### src/inc/fplio_pkg.sv
// Constants, register map and mode codes for the front-panel line block.
// Assumes one 125 MHz clock and a simple word register port on the board.
// Functional notes
// RL1 - Register mode input: read returns sampled levels.
// RL2 - Register mode output: lines drive written levels.
// RL3 - Trigger mode output carries four channel requests.
// RL4 - Busy is near-full or enabled hold-off input.
// RL5 - Near-full when occupancy reaches 12-bit threshold.
// RL6 - Enabled inhibit input suppresses the global trigger.
// RL7 - Handshake veto output copies inhibit input.
// RL8 - Enabled external fire input is a real trigger.
// RL9 - Handshake fire output copies connector trigger; the code drives the inverse of the connector trigger.
// RL10 - Start source 11 starts from acquisition go.
// RL11 - Control bit picks level or edge start.
// RL12 - Handshake run output is inverse of run.
// RL13 - Legacy input is only timestamp clear.
// RL14 - Legacy busy is inverse of low busy.
// RL15 - Zero threshold, no hold-off: busy equals full.
// RL16 - Legacy readout-available high while events stored.
// RL17 - Legacy trigger copies the channel global trigger.
// RL18 - Legacy run is inverse of low run.
// RL19 - Software clear or pin pulse clears buffer.
// RL20 - Time tag reset pulse reinitialises time tag.
// RL21 - Four direction bits, one per group.
// RL22 - Group modes only when control bit 8 set.
// RL23 - Four-bit group mode codes at 0,4,8,12.
// RL24 - All sixteen lines latched on every trigger.
// RL25 - Front-panel inputs pass a two-stage synchroniser.
// RL26 - Active-low outputs rest high after reset.
package fplio_pkg;
   localparam logic [15:0] ACQ_CONTROL_OFS = 16'h8100;
   localparam logic [15:0] LVDS_PIN_LEVEL_OFS = 16'h8118;
   localparam logic [15:0] FP_CONTROL_OFS = 16'h811C;
   localparam logic [15:0] SW_CLEAR_OFS = 16'h8120;
   localparam logic [15:0] BUFFER_FULL_THRESHOLD_OFS = 16'h816C;
   localparam logic [15:0] GROUP_MODE_OFS = 16'h81A0;

   localparam int ACQ_START_LSB = 0;
   localparam int ACQ_SW_RUN_BIT = 2;
   localparam int ACQ_HOLD_OFF_EN_BIT = 8;
   localparam int ACQ_INHIBIT_EN_BIT = 9;
   localparam int ACQ_GO_EDGE_BIT = 11;
   localparam logic [1:0] START_FROM_GO = 2'h3;

   localparam int FP_FIRE_EN_BIT = 0;
   localparam int FP_DIR_LSB = 2;
   localparam int FP_MODES_EN_BIT = 8;

   localparam int GRP_MODE_W = 4;
   localparam int GRP_HOLD_OFF = 0;
   localparam int GRP_INHIBIT = 1;
   localparam int GRP_FIRE = 2;
   localparam int GRP_GO = 3;

   localparam logic [31:0] ACQ_CONTROL_RST = 32'h0000_0000;
   localparam logic [31:0] FP_CONTROL_RST = 32'h0000_0000;
   localparam logic [15:0] GROUP_MODE_RST = 16'h0000;
   localparam logic [15:0] PIN_LEVEL_RST = 16'h0000;
   localparam logic [11:0] THRESHOLD_RST = 12'h000;
   localparam logic [15:0] LINE_OUT_RST = 16'hFFFF;
   localparam logic [15:0] LEGACY_OE = 16'h0FFF;
   localparam int LEG_TT_CLEAR_LINE = 12;
   localparam int LEG_MEM_CLEAR_LINE = 13;

   typedef enum logic [3:0] {
      FPLIO_REGISTER = 4'h0,
      FPLIO_TRIGGER = 4'h1,
      FPLIO_HANDSHAKE = 4'h2,
      FPLIO_LEGACY = 4'h3
   } fplio_mode_t;
endpackage

### src/rtl/fplio_sync.sv
// Two-stage synchroniser for a bus of independent levels.
// Assumes each bit is an unrelated level; no word coherence is offered.
module fplio_sync #(
   parameter int WIDTH = 16
) (
   input wire logic core_clk,
   input wire logic resetn,
   input wire logic [WIDTH-1:0] asyncIn,
   output logic [WIDTH-1:0] syncOut
);
   logic [WIDTH-1:0] meta_r;

   if (WIDTH < 1) begin : gChk
      $error("fplio_sync needs WIDTH of at least one");
   end

   // Idle front-panel lines are pulled high, so reset to the inactive level.
   always_ff @(posedge core_clk) begin
      if (!resetn) begin
         meta_r <= '1;
         syncOut <= '1;
      end else begin
         meta_r <= asyncIn;
         syncOut <= meta_r;
      end
   end
endmodule

### src/rtl/fplio_top.sv
// Front-panel sixteen-line I/O block: four groups of four lines with modes.
// Assumes a word register port from the board controller and acquisition
// status and trigger signals from the rest of the digitiser.
module fplio_top #(
   parameter int LINES = 16,
   parameter int THR_W = 12
) (
   input wire logic core_clk,
   input wire logic resetn,
   input wire logic [15:0] regAddr,
   input wire logic regWrEn,
   input wire logic regRdEn,
   input wire logic [31:0] regWrData,
   output logic [31:0] regRdData,
   output logic regRdValid,
   input wire logic [15:0] lineIn,
   output logic [15:0] lineOut,
   output logic [15:0] lineOe,
   input wire logic [7:0] chanTrigReq,
   input wire logic srcTrigIn,
   input wire logic [11:0] bufOccupancy,
   input wire logic memFullIn,
   input wire logic eventsStored,
   output logic globalTrig,
   output logic fireOutConnector,
   output logic runState,
   output logic memClear,
   output logic timeTagClear,
   output logic [31:0] eventTimeTag,
   output logic [15:0] eventPattern
);
   import fplio_pkg::*;

   localparam int GROUPS = LINES / 4;

   if (LINES != 16 || THR_W != 12) begin : gChk
      $error("fplio_top serves exactly sixteen lines and a 12-bit threshold");
   end

   logic [31:0] acqControl_r;
   logic [31:0] fpControl_r;
   logic [15:0] groupMode_r;
   logic [15:0] pinLevel_r;
   logic [11:0] threshold_r;
   logic [15:0] lineSync;
   logic [15:0] lineSyncPrev_r;
   logic runState_r;
   logic [15:0] lineOutNxt;
   logic [15:0] lineOeNxt;
   logic [31:0] rdDataNxt;

   function automatic fplio_mode_t modeOf(input logic [15:0] modes, input int g);
      modeOf = fplio_mode_t'(modes[g*GRP_MODE_W +: GRP_MODE_W]);
   endfunction

   // Every line is a raw pin; nothing downstream looks at the first stage.
   fplio_sync #(
      .WIDTH(16)
   ) uSync (
      .core_clk(core_clk),
      .resetn(resetn),
      .asyncIn(lineIn),
      .syncOut(lineSync) // RL25
   );

   always_ff @(posedge core_clk) begin
      if (!resetn) begin
         lineSyncPrev_r <= '1;
      end else begin
         lineSyncPrev_r <= lineSync;
      end
   end

   // Falling edges of the synchronised lines: all front-panel inputs are active low.
   wire [15:0] lineFall = lineSyncPrev_r & ~lineSync;

   // Configuration decode.
   wire modesEn = fpControl_r[FP_MODES_EN_BIT]; // RL22
   wire [3:0] groupDirOut = fpControl_r[FP_DIR_LSB +: 4]; // RL21
   wire [1:0] startSel = acqControl_r[ACQ_START_LSB +: 2];
   wire holdOffInputEn = acqControl_r[ACQ_HOLD_OFF_EN_BIT];
   wire inhibitEn = acqControl_r[ACQ_INHIBIT_EN_BIT];
   wire goEdgeMode = acqControl_r[ACQ_GO_EDGE_BIT];
   wire fireEn = fpControl_r[FP_FIRE_EN_BIT];

   // Per-group input functions collected from groups set as inputs.
   // A function set up on more than one group is the OR of all of them, so
   // two handshake input groups drive one shared set of requests.
   logic [GROUPS-1:0] grpHoldOff;
   logic [GROUPS-1:0] grpInhibit;
   logic [GROUPS-1:0] grpFireFall;
   logic [GROUPS-1:0] grpGo;
   logic [GROUPS-1:0] grpGoFall;
   logic [GROUPS-1:0] grpTtClear;

   for (genvar g = 0; g < GROUPS; g++) begin : gIn
      wire isHsIn = modesEn && !groupDirOut[g] && modeOf(groupMode_r, g) == FPLIO_HANDSHAKE;
      wire isLegIn = modesEn && !groupDirOut[g] && modeOf(groupMode_r, g) == FPLIO_LEGACY;
      assign grpHoldOff[g] = isHsIn && !lineSync[4*g + GRP_HOLD_OFF];
      assign grpInhibit[g] = isHsIn && !lineSync[4*g + GRP_INHIBIT];
      assign grpFireFall[g] = isHsIn && lineFall[4*g + GRP_FIRE];
      assign grpGo[g] = isHsIn && !lineSync[4*g + GRP_GO];
      assign grpGoFall[g] = isHsIn && lineFall[4*g + GRP_GO];
      // Only the lowest line of a legacy input group has a function.
      assign grpTtClear[g] = isLegIn && lineFall[4*g]; // RL13
   end

   wire holdOffRequestIn = |grpHoldOff;
   wire inhibitRequestIn = |grpInhibit;
   wire extFireIn = |grpFireFall;
   wire acqGoIn = |grpGo;
   wire acqGoFall = |grpGoFall;

   // A zero threshold falls back to the plain memory-full flag.
   wire nearFull = (threshold_r == '0) ? memFullIn : (bufOccupancy >= threshold_r); // RL5 RL15
   wire busy = nearFull | (holdOffRequestIn & holdOffInputEn); // RL4
   wire holdOffOutLow = ~busy; // RL4
   wire inhibitOutLow = ~inhibitRequestIn; // RL7

   // Trigger sources; the connector copy ignores the veto so other boards
   // still see what this board asked for.
   wire fireSrc = srcTrigIn | (extFireIn & fireEn); // RL8
   wire vetoActive = inhibitRequestIn & inhibitEn; // RL6
   wire globalTrigNxt = fireSrc & runState_r & ~vetoActive; // RL6 RL8
   wire fireOutConnectorNxt = fireSrc & runState_r;

   // Run control: start source 11 follows the go line, by level or by edge.
   // An edge-started run is held until the start source or bit 11 is changed, since the
   // go line itself carries no stop in that mode.
   wire swRun = acqControl_r[ACQ_SW_RUN_BIT];
   logic runNxt;
   always_comb begin
      runNxt = swRun;
      if (startSel == START_FROM_GO) begin // RL10
         if (goEdgeMode) begin // RL11
            runNxt = runState_r | acqGoFall;
         end else begin
            runNxt = acqGoIn;
         end
      end
   end

   // Clear paths: in the default map lines 12 and 13 carry the clears.
   wire swClearWr = regWrEn && regAddr == SW_CLEAR_OFS;
   wire memClearNxt = swClearWr | (!modesEn & lineFall[LEG_MEM_CLEAR_LINE]); // RL19
   wire ttClearNxt = modesEn ? |grpTtClear : lineFall[LEG_TT_CLEAR_LINE]; // RL20

   // Output selection per group.
   wire [3:0] hsOut = {~runState_r, ~fireOutConnector, inhibitOutLow, holdOffOutLow}; // RL9 RL12
   wire [3:0] legOut = {runState_r, globalTrig, eventsStored, busy}; // RL14 RL16 RL17 RL18
   logic [15:0] modeOut;
   logic [15:0] modeOe;

   for (genvar g = 0; g < GROUPS; g++) begin : gOut
      fplio_mode_t gm;
      logic [3:0] o;
      assign gm = modeOf(groupMode_r, g);
      always_comb begin
         unique case (gm)
            FPLIO_REGISTER: o = pinLevel_r[4*g +: 4]; // RL2
            FPLIO_TRIGGER: o = chanTrigReq[4*(g % 2) +: 4]; // RL3
            FPLIO_HANDSHAKE: o = hsOut;
            FPLIO_LEGACY: o = legOut;
            default: o = 4'hF;
         endcase
      end
      assign modeOut[4*g +: 4] = groupDirOut[g] ? o : 4'hF;
      assign modeOe[4*g +: 4] = {4{groupDirOut[g]}}; // RL21
   end

   // Fixed map used while group modes are off.
   wire [15:0] legacyOut = {4'hF, runState_r, globalTrig, eventsStored, memFullIn, chanTrigReq};

   assign lineOutNxt = modesEn ? modeOut : legacyOut; // RL22
   assign lineOeNxt = modesEn ? modeOe : LEGACY_OE;

   always_ff @(posedge core_clk) begin
      if (!resetn) begin
         lineOut <= LINE_OUT_RST; // RL26
         lineOe <= LEGACY_OE;
      end else begin
         lineOut <= lineOutNxt;
         lineOe <= lineOeNxt;
      end
   end

   // Trigger, run and clear strobes.
   always_ff @(posedge core_clk) begin
      if (!resetn) begin
         runState_r <= 1'b0;
         globalTrig <= 1'b0;
         fireOutConnector <= 1'b0;
         memClear <= 1'b0;
         timeTagClear <= 1'b0;
      end else begin
         runState_r <= runNxt;
         globalTrig <= globalTrigNxt;
         fireOutConnector <= fireOutConnectorNxt;
         memClear <= memClearNxt;
         timeTagClear <= ttClearNxt;
      end
   end
   assign runState = runState_r;

   // Time tag counts while running; the clear strobe wins over counting.
   always_ff @(posedge core_clk) begin
      if (!resetn) begin
         eventTimeTag <= '0;
      end else if (ttClearNxt) begin
         eventTimeTag <= '0; // RL20
      end else if (runState_r) begin
         eventTimeTag <= eventTimeTag + 32'h0000_0001;
      end
   end

   // Pattern capture happens whatever the group modes are.
   // The pattern trails the pins by the two synchroniser stages, so a pulse
   // shorter than one clock period may not show in it.
   always_ff @(posedge core_clk) begin
      if (!resetn) begin
         eventPattern <= '0;
      end else if (globalTrigNxt) begin
         eventPattern <= lineSync; // RL24
      end
   end

   // Register writes: one decoded strobe per register keeps each process short.
   // Unmapped offsets match no strobe, so a stray write changes nothing.
   wire wrAcqControl = regWrEn && regAddr == ACQ_CONTROL_OFS;
   wire wrFpControl = regWrEn && regAddr == FP_CONTROL_OFS;
   wire wrGroupMode = regWrEn && regAddr == GROUP_MODE_OFS;
   wire wrPinLevel = regWrEn && regAddr == LVDS_PIN_LEVEL_OFS;
   wire wrThreshold = regWrEn && regAddr == BUFFER_FULL_THRESHOLD_OFS;

   always_ff @(posedge core_clk) begin
      if (!resetn) begin
         acqControl_r <= ACQ_CONTROL_RST;
      end else if (wrAcqControl) begin
         acqControl_r <= regWrData;
      end
   end

   always_ff @(posedge core_clk) begin
      if (!resetn) begin
         fpControl_r <= FP_CONTROL_RST;
      end else if (wrFpControl) begin
         fpControl_r <= regWrData;
      end
   end

   always_ff @(posedge core_clk) begin
      if (!resetn) begin
         groupMode_r <= GROUP_MODE_RST;
      end else if (wrGroupMode) begin
         groupMode_r <= regWrData[15:0]; // RL23
      end
   end

   always_ff @(posedge core_clk) begin
      if (!resetn) begin
         pinLevel_r <= PIN_LEVEL_RST;
      end else if (wrPinLevel) begin
         pinLevel_r <= regWrData[15:0]; // RL2
      end
   end

   always_ff @(posedge core_clk) begin
      if (!resetn) begin
         threshold_r <= THRESHOLD_RST;
      end else if (wrThreshold) begin
         threshold_r <= regWrData[11:0]; // RL5
      end
   end

   // Pin level read: input groups show the sampled lines, output groups the
   // stored value, so a read-modify-write does not disturb driven lines.
   logic [15:0] pinReadback;
   for (genvar g = 0; g < GROUPS; g++) begin : gRd
      assign pinReadback[4*g +: 4] = groupDirOut[g] ? pinLevel_r[4*g +: 4] : lineSync[4*g +: 4]; // RL1
   end

   always_comb begin
      unique case (regAddr)
         ACQ_CONTROL_OFS: rdDataNxt = acqControl_r;
         FP_CONTROL_OFS: rdDataNxt = fpControl_r;
         GROUP_MODE_OFS: rdDataNxt = {16'h0000, groupMode_r};
         LVDS_PIN_LEVEL_OFS: rdDataNxt = {16'h0000, pinReadback};
         BUFFER_FULL_THRESHOLD_OFS: rdDataNxt = {20'h00000, threshold_r};
         default: rdDataNxt = 32'h0000_0000;
      endcase
   end

   always_ff @(posedge core_clk) begin
      if (!resetn) begin
         regRdData <= '0;
         regRdValid <= 1'b0;
      end else begin
         regRdValid <= regRdEn;
         if (regRdEn) begin
            regRdData <= rdDataNxt;
         end
      end
   end
endmodule

### config.mk
export PLATFORM = sky130hd
export DESIGN_NAME = fplio_top
export DESIGN_NICKNAME = d
export VERILOG_FILES = /design/src/inc/fplio_pkg.sv /design/src/rtl/fplio_sync.sv /design/src/rtl/fplio_top.sv
export SDC_FILE = /design/constraint.sdc
export NUM_CORES = 1
export LEC_CHECK = 0
export ABC_AREA = 1
export BUFFER_PORTS_ARGS = -buffer_cell sky130_fd_sc_hd__buf_2
export CORE_MARGIN = 10
export CORE_UTILIZATION = 56
export DETAILED_ROUTE_END_ITERATION = 8
export PLACE_DENSITY = 0.91
export SLEW_MARGIN = 0
export SYNTH_ARGS = -nofsm -noshare
export SYNTH_HDL_FRONTEND = slang
export SYNTH_SLANG_ARGS = --single-unit
### constraint.sdc
create_clock -name core_clk -period 2.3 [get_ports core_clk]
set_input_delay 0.115 -clock core_clk [delete_from_list [all_inputs] [get_ports core_clk]]
set_output_delay 0.115 -clock core_clk [all_outputs]
set_load 0.05 [all_outputs]
==> impl_results.md <==
* Fraction of the yosys area taken by sequential cells at 45.32%
* Fmax at 0.4730 GHz
* Overall power at 9864 uW
* Number of synthesized flops with an enable pin at 0
* Core area at 20,170 sq um
* Least-Margin Pin Slew at 0.7297 ns
* Area growth syn-to-layout at 24.72%
* Final core utilization at 70.74%
* Post-Synthesis Cells at 1,555
* Top post-synthesis cells by area: dfxtp_1, nand2_1, nor2_1
* Final hold violation count at 0
* Vias at 11,810
* Initial antenna violation count at 1
* Ys flop type: dfxtp_1
* Multiplexer area fraction after synthesis at 0%
* DRT Pass-1 Iters at 8
* Die X at 162.9 um
* Longest Clk Path Bufs at 3
* Fillers at 1,585
* Full die area at 26,540 sq um
* H-tree Lvls at 1
* Post-synthesis compound-gate area fraction at 16.37%
* Largest family of logic cells by synthesized area: simple AND/OR/NAND/NOR gates
* Diode count at 0
* Footprint of the multi-input gates at 5115 sq um
* Register area at 5185 sq um
* Final period util at 91.93%
* Ys Warns at 0
* Synth Area in Adders at 1.422%
* Number of global-route vias before repair at 11,450
* Library cells used by synthesis at 45
* Antenna Nets Post-Route at 0
* Async SR Flop Fraction at 0%
* CTS Sinks at 259
* Syn_nets at 1,659
* Kind of critical path: in2reg
* Clk slew on worst S/H paths at 0.06 ns
* Initial Util at 56.72%
* Period minus WS final at 2.114 ns
* Largest net degree at the start of global routing at 76
* Root Driver: clkbuf_16
* Final HPWL DP at 27,130 um
* Max Cap Viol at 0
* CTS tree: done
* Vias per cell at 5.652
* Slowest-stage cell, CP: dlygate4sd3_1
* Worst Setup End Kind: flip-flop
* Worst slew margin at 51.35%
* Total negative setup slack at 0 ns
* Synth area leader: dfxtp_1
* I/O Buffers at 208
* CP cell instances: dlygate4sd3_1, buf_2, nor2_1, nand2_1, nor2_1, inv_2, nor2_1, and2_1, buf_4, nand2_1, o21ai_0, nand2_1, a21oi_1
* DRC violations left at 0
* Req. time, crit path at 2.77 ns
* Mean post-synth cell area at 7.357 sq um
* Slowest stage delay, CP at 0.53 ns
* Synthesized area at 11,440 sq um
* RSZ-0062 raised after global routing: no
* Crit start category: primary input
* Bufs and invs on worst path at 4
* Worst skew pair latency at 0.55 ns
* Status: finished clean
* Inserted Clock Buffers at 27
* Top-area cell type share of the netlist area at 45.32%
* NumNets Final at 1,903
* Gr usage total at 28.24%
* Post-synthesis xor/xnor area fraction at 1.684%
* Hold Path Class: in2reg
* Critical Path AT at 2.59 ns
* Top cell family by delay on the critical path: buffers and inverters
* Post-CTS Setup Repair Bufs at 0
* VDD IR max at 0.0006778 V
* Worst Skew at 0.01266 ns
* Final setup fails at 0
* Post-Synth Simple-Gate Area at 25.17%
* GP Congestion at 1.040
* Pleak at 0.006150 uW
* Wirelength per Cell at 18.72 um
* Fin cells at 2,090
* Global-route wire length before repair at 61,470 um
* Routed WL at 39,120 um
* Initial drt markers at 1,242
* Placed cells at 1,980
* Slew Limit Fails at 0
* Grt total ovfl at 0
* CP max FO at 20
* Share of layout cells above drive strength 1 at 19.07%
* #FFs+latches synth at 259
* Row count at 52
* I/O pins at 209
* Power Density at 691.4 nW/um^2
* Chip height at 162.9 um
worst min-delay path: cells and delay by family:
kind	cells	cell delay [ns]
AO/OA/AOI/OAI	1	0.10
buffers and inverters	1	0.11
AND/OR/NAND/NOR	2	0.20
area by class of cell:
cell class              instances  share of cell area [%]
clock buffers                  36                   5.393
multi-input cells            1011                   35.85
clock inverters                14                   1.359
well taps                     270                   2.368
inverters                     201                   5.288
repair buffers                299                   13.40
flip-flops and latches        259                   36.34
state kept, by name (all words and copies together), names as in the netlist, 32 cells and up:
signal and cells:
regRdData 32, eventTimeTag 32, acqControl_r 32, fpControl_r 32
routing by layer:
metal / routed length [um] / vias to the layer above / track usage (%) / part of all wire, %
met5: 13 / - / 0 / 0.033
met4: 1803 / 2 / 11.84 / 4.6
met3: 3925 / 150 / 6.294 / 10
met2: 18170 / 694 / 46.68 / 46
met1: 15210 / 5402 / 34.80 / 39
li1: - / 5565 / - / -
power by group:
| part | total (uW) | internal, uW | switching (uW) |
|---|---|---|---|
| registers | 4560 | 4540 | 22.6 |
| logic | 602 | 223 | 379 |
| clock network | 4700 | 2820 | 1880 |
| total | 9860 | 7580 | 2280 |
kinds of logic after synthesis:
kind of cell             Yosys count
AND/OR/NAND/NOR                  657
AO/OA/AOI/OAI                    319
buffers and inverters            285
flip-flops                       259
XOR/XNOR                          22
adder cells (fa/ha/maj)           13
final timing paths:
kind	from	endpoint	slack [ns]	cells past startpoint
worst min register to register	uSync.meta_r[2]$_SDFF_PN1_	uSync.syncOut[2]$_SDFF_PN1_	0.41	1
worst max register to register	fpControl_r[8]$_SDFFE_PN0P_	eventPattern[0]$_SDFFE_PN0P_	0.30	11
worst max-delay path	regAddr[7]	regRdData[28]$_SDFFE_PN0P_	0.19	13
worst min-delay path	regAddr[4]	memClear$_SDFF_PN0_	0.03	4
Yosys cell counts (10+ instances only):
cell type and count:
buf_4 13, o221ai_1 23, inv_1 193, dfxtp_1 259
o22ai_1 10, buf_2 17, o21ai_0 117, a211oi_1 45
nor2_1 199, ha_1 13, nor3_1 30, o211ai_1 11
a21oi_1 99, or2_2 37, xor2_1 15, clkbuf_1 48
nand4_1 45, nand3_1 41, nand2_1 280
layout by cell type, fill, tap and decap left out, types with 5 or more instances in the layout:
cell type / n
clkbuf_8: 6
buf_4: 28
nor2_2: 5
o211ai_1: 11
nor3_1: 30
nand3_1: 41
o22ai_1: 10
xnor2_1: 7
o221ai_1: 23
nor2_1: 199
nand4_1: 45
ha_1: 13
clkinv_2: 6
a21oi_1: 99
nand2_1: 280
o21ai_0: 117
dlygate4sd3_1: 60
a211oi_1: 45
clkbuf_16: 27
inv_1: 193
dfxtp_1: 259
inv_2: 7
or2_2: 37
buf_2: 208
xor2_1: 15
per-stage QoR:
step	area, sq um	setup slack, ns	hold slack (ns)
2_1_floorplan	11440	0.3270	0.2216
3_3_place_gp	12700	0.2954	0.3015
3_5_place_dp	12700	0.1623	0.3049
4_1_cts	14260	0.1524	0.009507
5_1_grt	14270	0.09038	0.04454
6_report	14270	0.1857	0.02854
what timing repair did:
| item | CTS | global route |
|---|---|---|
| endpoints found under the setup margin | 0 | 15 |
| endpoints found under the hold margin | 136 | 0 |
| hold buffers | 60 | 0 |
| gates resized for setup | 0 | 1 |
(Power assumes the default switching activity.)
